**src/hw/fpwp_pkg.sv**
```systemverilog
// Register map, field layout and reset values of the flash page write protect block
package fpwp_pkg;
	localparam logic [7:0]  FPWP_PROT_OFFSET     = 8'h00;
	localparam logic [7:0]  FPWP_KEY_OFFSET      = 8'h04;
	localparam logic [7:0]  FPWP_STATUS_OFFSET   = 8'h08;
	localparam int          FPWP_UNLOCK_POS      = 31;
	localparam int          FPWP_BOUND_MSB       = 23;
	localparam int          FPWP_BOUND_WIDTH     = 24;
	localparam logic        FPWP_UNLOCK_RESET    = 1'b1;
	localparam logic [23:0] FPWP_BOUND_RESET     = 24'h000000;
	localparam logic [7:0]  FPWP_FLASH_PREFIX    = 8'h1D;
	localparam int          FPWP_PAGE_SHIFT      = 12;
	localparam logic [31:0] FPWP_KEY_FIRST       = 32'h5A5A_C3C3;
	localparam logic [31:0] FPWP_KEY_SECOND      = 32'hC3C3_5A5A;
	typedef enum logic [1:0] {FPWP_KEY_IDLE, FPWP_KEY_HALF, FPWP_KEY_ARMED} fpwp_key_state_type;
endpackage

```
**src/hw/fpwp_key_seq.sv**
```systemverilog
// Two-word unlock key sequence detector
`timescale 1ns/100ps
module fpwp_key_seq
	import fpwp_pkg::*;
#(
	parameter logic [31:0] KEY_FIRST  = fpwp_pkg::FPWP_KEY_FIRST,
	parameter logic [31:0] KEY_SECOND = fpwp_pkg::FPWP_KEY_SECOND
) (
	input  wire logic        pclk,
	input  wire logic        presetn,
	input  wire logic        key_wr,
	input  wire logic [31:0] key_data,
	input  wire logic        other_wr,
	output logic             armed
);
	fpwp_key_state_type state;

	// Any other write in between breaks the sequence; a protect write consumes it
	always_ff @(posedge pclk or negedge presetn) begin
		if (!presetn) begin
			state <= FPWP_KEY_IDLE;
		end else if (key_wr) begin
			if (key_data == KEY_FIRST) begin
				state <= FPWP_KEY_HALF;
			end else if (key_data == KEY_SECOND && state == FPWP_KEY_HALF) begin
				state <= FPWP_KEY_ARMED;
			end else begin
				state <= FPWP_KEY_IDLE;
			end
		end else if (other_wr) begin
			state <= FPWP_KEY_IDLE;
		end
	end

	assign armed = (state == FPWP_KEY_ARMED);
endmodule

```
**src/hw/fpwp_top.sv**
```systemverilog
// Flash page write protect register with lock, key gate and program address check
`timescale 1ns/100ps
module fpwp_top
	import fpwp_pkg::*;
#(
	parameter int          PAGE_SHIFT = fpwp_pkg::FPWP_PAGE_SHIFT,
	parameter logic [31:0] KEY_FIRST  = fpwp_pkg::FPWP_KEY_FIRST,
	parameter logic [31:0] KEY_SECOND = fpwp_pkg::FPWP_KEY_SECOND
) (
	input  wire logic        pclk,
	input  wire logic        presetn,
	input  wire logic        psel,
	input  wire logic        penable,
	input  wire logic        pwrite,
	input  wire logic [7:0]  paddr,
	input  wire logic [31:0] pwdata,
	input  wire logic [3:0]  pstrb,
	output logic [31:0]      prdata,
	output logic             pready,
	output logic             pslverr,
	input  wire logic        chk_valid,
	input  wire logic [31:0] chk_addr,
	output logic             chk_done,
	output logic             chk_blocked
);
	import fpwp_pkg::*;

	logic                          page_protect_unlock;
	logic [FPWP_BOUND_WIDTH-1:0]   protect_boundary;
	logic                          key_armed;
	logic                          access;
	logic                          wr;
	logic                          hit_prot;
	logic                          hit_key;
	logic                          hit_status;
	logic                          mapped;
	logic                          prot_wr;
	logic                          prot_ok;
	logic                          last_refused;
	logic [31:0]                   prot_word;
	logic [31:0]                   next_prdata;
	logic                          next_blocked;

	assign access     = psel & penable;
	assign wr         = access & pwrite;
	assign hit_prot   = (paddr == FPWP_PROT_OFFSET);
	assign hit_key    = (paddr == FPWP_KEY_OFFSET);
	assign hit_status = (paddr == FPWP_STATUS_OFFSET);
	assign mapped     = hit_prot | hit_key | hit_status;
	assign pready     = 1'b1;
	assign pslverr    = access & ~mapped;
	assign prot_wr    = wr & hit_prot;
	assign prot_ok    = page_protect_unlock & key_armed;

	fpwp_key_seq #(
		.KEY_FIRST  (KEY_FIRST),
		.KEY_SECOND (KEY_SECOND)
	) u_key (
		.pclk     (pclk),
		.presetn  (presetn),
		.key_wr   (wr & hit_key & (pstrb == 4'hF)),
		.key_data (pwdata),
		.other_wr (wr & ~hit_key),
		.armed    (key_armed)
	);

	// Boundary field, byte lanes honoured
	always_ff @(posedge pclk or negedge presetn) begin
		if (!presetn) begin
			protect_boundary <= FPWP_BOUND_RESET;
		end else if (prot_wr && prot_ok) begin
			for (int b = 0; b < 3; b++) begin
				if (pstrb[b]) begin
					protect_boundary[b*8 +: 8] <= pwdata[b*8 +: 8];
				end
			end
		end
	end

	// Unlock can only go low here; only reset raises it
	always_ff @(posedge pclk or negedge presetn) begin
		if (!presetn) begin
			page_protect_unlock <= FPWP_UNLOCK_RESET;
		end else if (prot_wr && prot_ok && pstrb[3] && !pwdata[FPWP_UNLOCK_POS]) begin
			page_protect_unlock <= 1'b0;
		end
	end

	// Sticky record of the last protect write outcome, for software
	always_ff @(posedge pclk or negedge presetn) begin
		if (!presetn) begin
			last_refused <= 1'b0;
		end else if (prot_wr) begin
			last_refused <= ~prot_ok;
		end
	end

	assign prot_word = {page_protect_unlock, 7'h00, protect_boundary};

	always_comb begin
		next_prdata = 32'h0000_0000;
		if (hit_prot) begin
			next_prdata = prot_word;
		end else if (hit_status) begin
			next_prdata = {29'h0000_0000, last_refused, page_protect_unlock, key_armed};
		end
	end

	// Read data loaded in the setup cycle, shown in the access cycle
	always_ff @(posedge pclk or negedge presetn) begin
		if (!presetn) begin
			prdata <= 32'h0000_0000;
		end else if (psel && !penable && !pwrite) begin
			prdata <= next_prdata;
		end
	end

	// Page compare: with a nonzero boundary, same page as the boundary or any lower page is protected
	always_comb begin
		next_blocked = 1'b0;
		if (protect_boundary != FPWP_BOUND_RESET
			&& chk_addr[31:24] == FPWP_FLASH_PREFIX
			&& chk_addr[23:PAGE_SHIFT] <= protect_boundary[23:PAGE_SHIFT]) begin
			next_blocked = 1'b1;
		end
	end

	always_ff @(posedge pclk or negedge presetn) begin
		if (!presetn) begin
			chk_done    <= 1'b0;
			chk_blocked <= 1'b0;
		end else begin
			chk_done <= chk_valid;
			if (chk_valid) begin
				chk_blocked <= next_blocked;
			end
		end
	end

	property p_locked_write_refused;
		@(posedge pclk) disable iff (!presetn)
		(prot_wr && !page_protect_unlock) |=> $stable(protect_boundary);
	endproperty
	a_locked_write_refused: assert property (p_locked_write_refused)
		else $error("protect register changed while locked");

	property p_unlock_never_rises;
		@(posedge pclk) disable iff (!presetn)
		!page_protect_unlock |=> !page_protect_unlock;
	endproperty
	a_unlock_never_rises: assert property (p_unlock_never_rises)
		else $error("unlock bit set again without reset");

	property p_unimpl_zero;
		@(posedge pclk) disable iff (!presetn)
		(psel && !penable && !pwrite && hit_prot) |=> (prdata[30:24] == 7'h00);
	endproperty
	a_unimpl_zero: assert property (p_unimpl_zero)
		else $error("unimplemented bits read nonzero");

	property p_below_blocked;
		@(posedge pclk) disable iff (!presetn)
		(chk_valid && protect_boundary != FPWP_BOUND_RESET
			&& chk_addr[31:24] == FPWP_FLASH_PREFIX
			&& chk_addr[23:0] < protect_boundary && $stable(protect_boundary))
			|=> (chk_done && chk_blocked);
	endproperty
	a_below_blocked: assert property (p_below_blocked)
		else $error("address below boundary not blocked");

	property p_zero_open;
		@(posedge pclk) disable iff (!presetn)
		(chk_valid && protect_boundary == 24'h0) |=> !chk_blocked;
	endproperty
	a_zero_open: assert property (p_zero_open)
		else $error("blocked with zero boundary");

	property p_same_page;
		@(posedge pclk) disable iff (!presetn)
		(chk_valid && protect_boundary != 24'h0 && chk_addr[31:24] == 8'h1D
			&& chk_addr[23:PAGE_SHIFT] == protect_boundary[23:PAGE_SHIFT]) |=> chk_blocked;
	endproperty
	a_same_page: assert property (p_same_page)
		else $error("boundary page not protected");

	property p_key_needed;
		@(posedge pclk) disable iff (!presetn)
		(prot_wr && !key_armed) |=> ($stable(protect_boundary) && $stable(page_protect_unlock));
	endproperty
	a_key_needed: assert property (p_key_needed)
		else $error("protect write took effect without key sequence");

	property p_refused_flag;
		@(posedge pclk) disable iff (!presetn)
		(prot_wr && !prot_ok) |=> (last_refused && $stable(page_protect_unlock));
	endproperty
	a_refused_flag: assert property (p_refused_flag)
		else $error("refused write altered state or was not flagged");

	property p_lane_write_lands;
		@(posedge pclk) disable iff (!presetn)
		(prot_wr && prot_ok && pstrb[0]) |=> (protect_boundary[7:0] == $past(pwdata[7:0]));
	endproperty
	a_lane_write_lands: assert property (p_lane_write_lands)
		else $error("accepted protect write did not land");

	property p_check_answered;
		@(posedge pclk) disable iff (!presetn)
		chk_valid |=> chk_done;
	endproperty
	a_check_answered: assert property (p_check_answered)
		else $error("address check not answered");

	c_unlock_cleared: cover property (@(posedge pclk) disable iff (!presetn)
		$fell(page_protect_unlock));
	c_write_taken: cover property (@(posedge pclk) disable iff (!presetn)
		prot_wr && prot_ok ##1 protect_boundary != 24'h0);
	c_check_blocked: cover property (@(posedge pclk) disable iff (!presetn)
		chk_done && chk_blocked);
	c_locked_refusal: cover property (@(posedge pclk) disable iff (!presetn)
		prot_wr && key_armed && !page_protect_unlock);
	c_status_read: cover property (@(posedge pclk) disable iff (!presetn)
		psel && !penable && !pwrite && hit_status);
endmodule

```
**config.mk**
```make
export PLATFORM = sky130hd
export DESIGN_NAME = fpwp_top
export DESIGN_NICKNAME = d
export VERILOG_FILES = /design/src/hw/fpwp_pkg.sv /design/src/hw/fpwp_key_seq.sv /design/src/hw/fpwp_top.sv
export SDC_FILE = /design/constraint.sdc
export NUM_CORES = 1
export LEC_CHECK = 0
export BUFFER_PORTS_ARGS = -buffer_cell sky130_fd_sc_hd__buf_2
export CORE_AREA = 2 2 77 79
export CTS_CLUSTER_DIAMETER = 50
export DETAILED_ROUTE_END_ITERATION = 7
export DIE_AREA = 0 0 79 81
export MAX_ROUTING_LAYER = met4
export PLACE_DENSITY = 0.84
export SYNTH_ARGS = -nofsm -noshare
export SYNTH_HDL_FRONTEND = slang
export SYNTH_SLANG_ARGS = --single-unit
```
**constraint.sdc**
```tcl
create_clock -name pclk -period 4.5 [get_ports pclk]
set_input_delay 0.9 -clock pclk [delete_from_list [all_inputs] [get_ports pclk]]
set_output_delay 0.9 -clock pclk [all_outputs]
set_load 0.01 [all_outputs]
```
==> summary.txt <==
Global route
  • First-pass GRT wire length: 10.79 mm
  • Largest net degree at the start of global routing: 56
  • Vias in the first global route: 2333
  • Total grt overflow: 0
  • Total track usage: 22.26%
  • Initial antenna violation count: 0

Logic synthesis
  • Post-synthesis register bit count: 55
  • Yosys cell types: 39
  • Synth Warn #: 0
  • Syn Area/Cell: 10.00 µm²
  • Seq/Total Area, Yosys: 49.02%
  • Post-synthesis instance total: 281
  • Cell area after synthesis: 2810 µm²

Setup path
  • R2r setup slk: 2.85 ns
  • Crit path largest cell delay: 0.55 ns
  • Crit path kind: in2reg
  • CP Data Required Time: 4.70 ns
  • CP max FO: 27
  • CP arrival: 2.92 ns
  • Critical Path Source Type: input port
  • Worst-path cell chain: buf_2, or4_4, nor4_4, buf_4, and4_1, nand2_4, mux2_1
  • Critical path's slowest cell: or4_4
  • CP Capture Type: flop

STA
  • Tightest Pin Transition: 0.8469 ns
  • Post-route clock period utilization: 60.40%
  • Slew headroom: 43.54%
  • Final hold violations: 0
  • RSZ-0062 raised after global routing: no
  • F_max: 0.3679 GHz
  • Setup Total Neg Slack: 0 ns
  • Final Max Tran Viols: 0
  • Final setup fails: 0
  • Final Skew: 0.007581 ns
  • Final min period: 2.718 ns

Die
  • Site Rows: 28
  • Chip width: 79 µm
  • Starting density of the core: 49.51%
  • Die Y: 81 µm
  • Core area: 5675 µm²
  • Ports: 118
  • Die ar.: 6399 µm²

Finish
  • Post-route cell area: 3425 µm²
  • Commonest non-fill, non-tap cell in the layout: buf_2
  • Final net count: 471
  • Share of cells above drive strength 1: 30.16%
  • Commonest cells after routing, fill and taps aside: buf_2 (97), nand2_1 (58), dfrtp_1 (54), mux2_1 (24), nand3_1 (23)
  • Diodes inserted: 0
  • Layout area overhead: 21.86%
  • Finished Core Util: 60.34%

Clock tree
  • Hold-fix buffer count after cts: 0
  • PostCTS Resize Cnt: 0
  • CTS tree: built
  • Clock H-tree levels: 2
  • CTS max path bufs: 2
  • Postcts setup bufs: 0
  • CTS root buffer: clkbuf_8
  • TritonCTS Buffers: 5
  • Clock transition at path regs: 0.10 ns
  • Clock sink total: 55
  • Clk_lat worst skew: 0.31 ns

Routing
  • Vias per cell: 5.338
  • ANT nets after route: 0
  • DR iter-0 viols: 157
  • Via count: 2418
  • Number of iterations in the first detailed-routing pass: 4
  • Final WL: 6.601 mm
  • DRC Markers: 0
  • Wire length per cell: 14.57 µm

Power and ir drop
  • Sequential share of power: 57.8%
  • Power Internal: 0.0006477 W
  • PwrDens: 253.1 nW/µm²
  • Sw Ratio: 25.27%
  • Clock power frac: 31.5%
  • VDD IR max: 0.1800 mV
  • Combinational power share: 10.7%
  • Net Switching: 0.0002191 W
  • Leakage: 1.889 nW

Placement
  • Hpwl dp: 5.227 mm
  • Gpl congestion: 0.8792
  • Buffers added on ports: 97
  • Cell Area, Placed: 3336 µm²

Run
  • Max_cap viols: 0

Min path
  • HP Class: reg2reg

Status
  • Status: completed
==> cells in the mapped netlist (all sizes together) <==
master | n | area (µm²)
o21ai | 5 | 25.02
or2 | 1 | 6.260
nand3 | 23 | 115.1
inv | 13 | 48.80
nand3b | 2 | 15.01
or4 | 2 | 18.77
o22ai | 1 | 6.260
mux2 | 24 | 270.3
dfrtp | 54 | 1351
a21o | 1 | 7.510
o211ai | 1 | 7.510
buf | 9 | 65.06
clkbuf | 7 | 26.28
dfstp | 1 | 26.28
and2 | 1 | 6.260
a21oi | 6 | 30.03
nand2b | 1 | 6.260
nand4b | 2 | 17.52
o21a | 1 | 7.510
a31oi | 2 | 12.51
nor2b | 2 | 12.51
nand2 | 61 | 251.5
a221oi | 3 | 26.28
conb | 2 | 7.510
nor3 | 6 | 30.03
nor4bb | 5 | 50.05
nor4b | 2 | 17.52
nand4 | 8 | 50.05
nor2 | 10 | 37.54
a211o | 1 | 8.760
and3 | 1 | 6.260
nor4 | 8 | 65.06
ha | 12 | 150.1
and4 | 2 | 17.52
and4b | 1 | 10.01
==> metal layers <==
metal | routed length (µm) | vias to the layer above | GRT usage [%]
met3 | 396 | 7 | 4.444
met5 | 0 | - | -
met1 | 2759 | 1161 | 27.41
met2 | 3388 | 82 | 38.31
met4 | 56 | 0 | 5.000
li1 | - | 1168 | -
==> worst max-delay path: cells and delay by family <==
family                 cells  cell delay (ns)
buffers and inverters      2             0.41
multiplexers               1             0.34
AND/OR/NAND/NOR            4             1.25
==> registers in the layout (all words and copies together), names as in the netlist <==
register and cells:
chk_blocked 1, prdata 25, protect_boundary 24, last_refused 1, u_key.state 2, page_protect_unlock 1
chk_done 1
==> final cells by class <==
cell class,count,area [µm²]
clock inverter,3,20.02
inverter,13,48.80
tap,75,93.84
fill,491,2251
multi-input combinational,203,1315
sequential,55,1378
clock buffer,5,68.82
timing repair buffer,99,500.5
==> final timing paths <==
kind,start,cells after the start,end
min,prdata[9]$_DFFE_PN0P_,2,prdata[9]$_DFFE_PN0P_
max reg2reg,u_key.state[0]$_DFFE_PN0P_,4,protect_boundary[22]$_DFFE_PN0P_
min in group asynchronous,presetn,2,protect_boundary[19]$_DFFE_PN0P_
max in group asynchronous,presetn,2,prdata[7]$_DFFE_PN0P_
max,paddr[1],7,protect_boundary[22]$_DFFE_PN0P_
min reg2reg,prdata[9]$_DFFE_PN0P_,2,prdata[9]$_DFFE_PN0P_
==> power groups by stage <==
stage	combinational, W	clock, W	sequential [W]
after floorplan	0.0000365	0	0.000513
after global placement	0.0000903	0	0.000511
after CTS	0.0000936	0.000274	0.000501
final	0.0000926	0.000273	0.000501
after global routing	0.000104	0.000298	0.000502
after detailed placement	0.0000933	0	0.000511
==> per-stage QoR <==
step / cells / hold slack [ns] / total power (W) / worst slack [ns]
after global routing: 453 / 0.4931 / 0.0009042 / 1.699
after floorplan: 287 / 0.4504 / 0.0005498 / 1.832
after global placement: 445 / 0.4455 / 0.0006010 / 1.499
after CTS: 453 / 0.4738 / 0.0008691 / 1.786
final: 453 / 0.4721 / 0.0008668 / 1.782
after detailed placement: 445 / 0.4522 / 0.0006040 / 1.449
==> cell families after synthesis <==
group	after synthesis	synth area share, %
mux	24	9.617
buf+inv	29	4.987
simple gates	138	26.09
other cells	2	0.2672
compound gates	21	4.675
flops	55	49.02
fa+ha+maj	12	5.343
(Power assumes the default switching activity.)
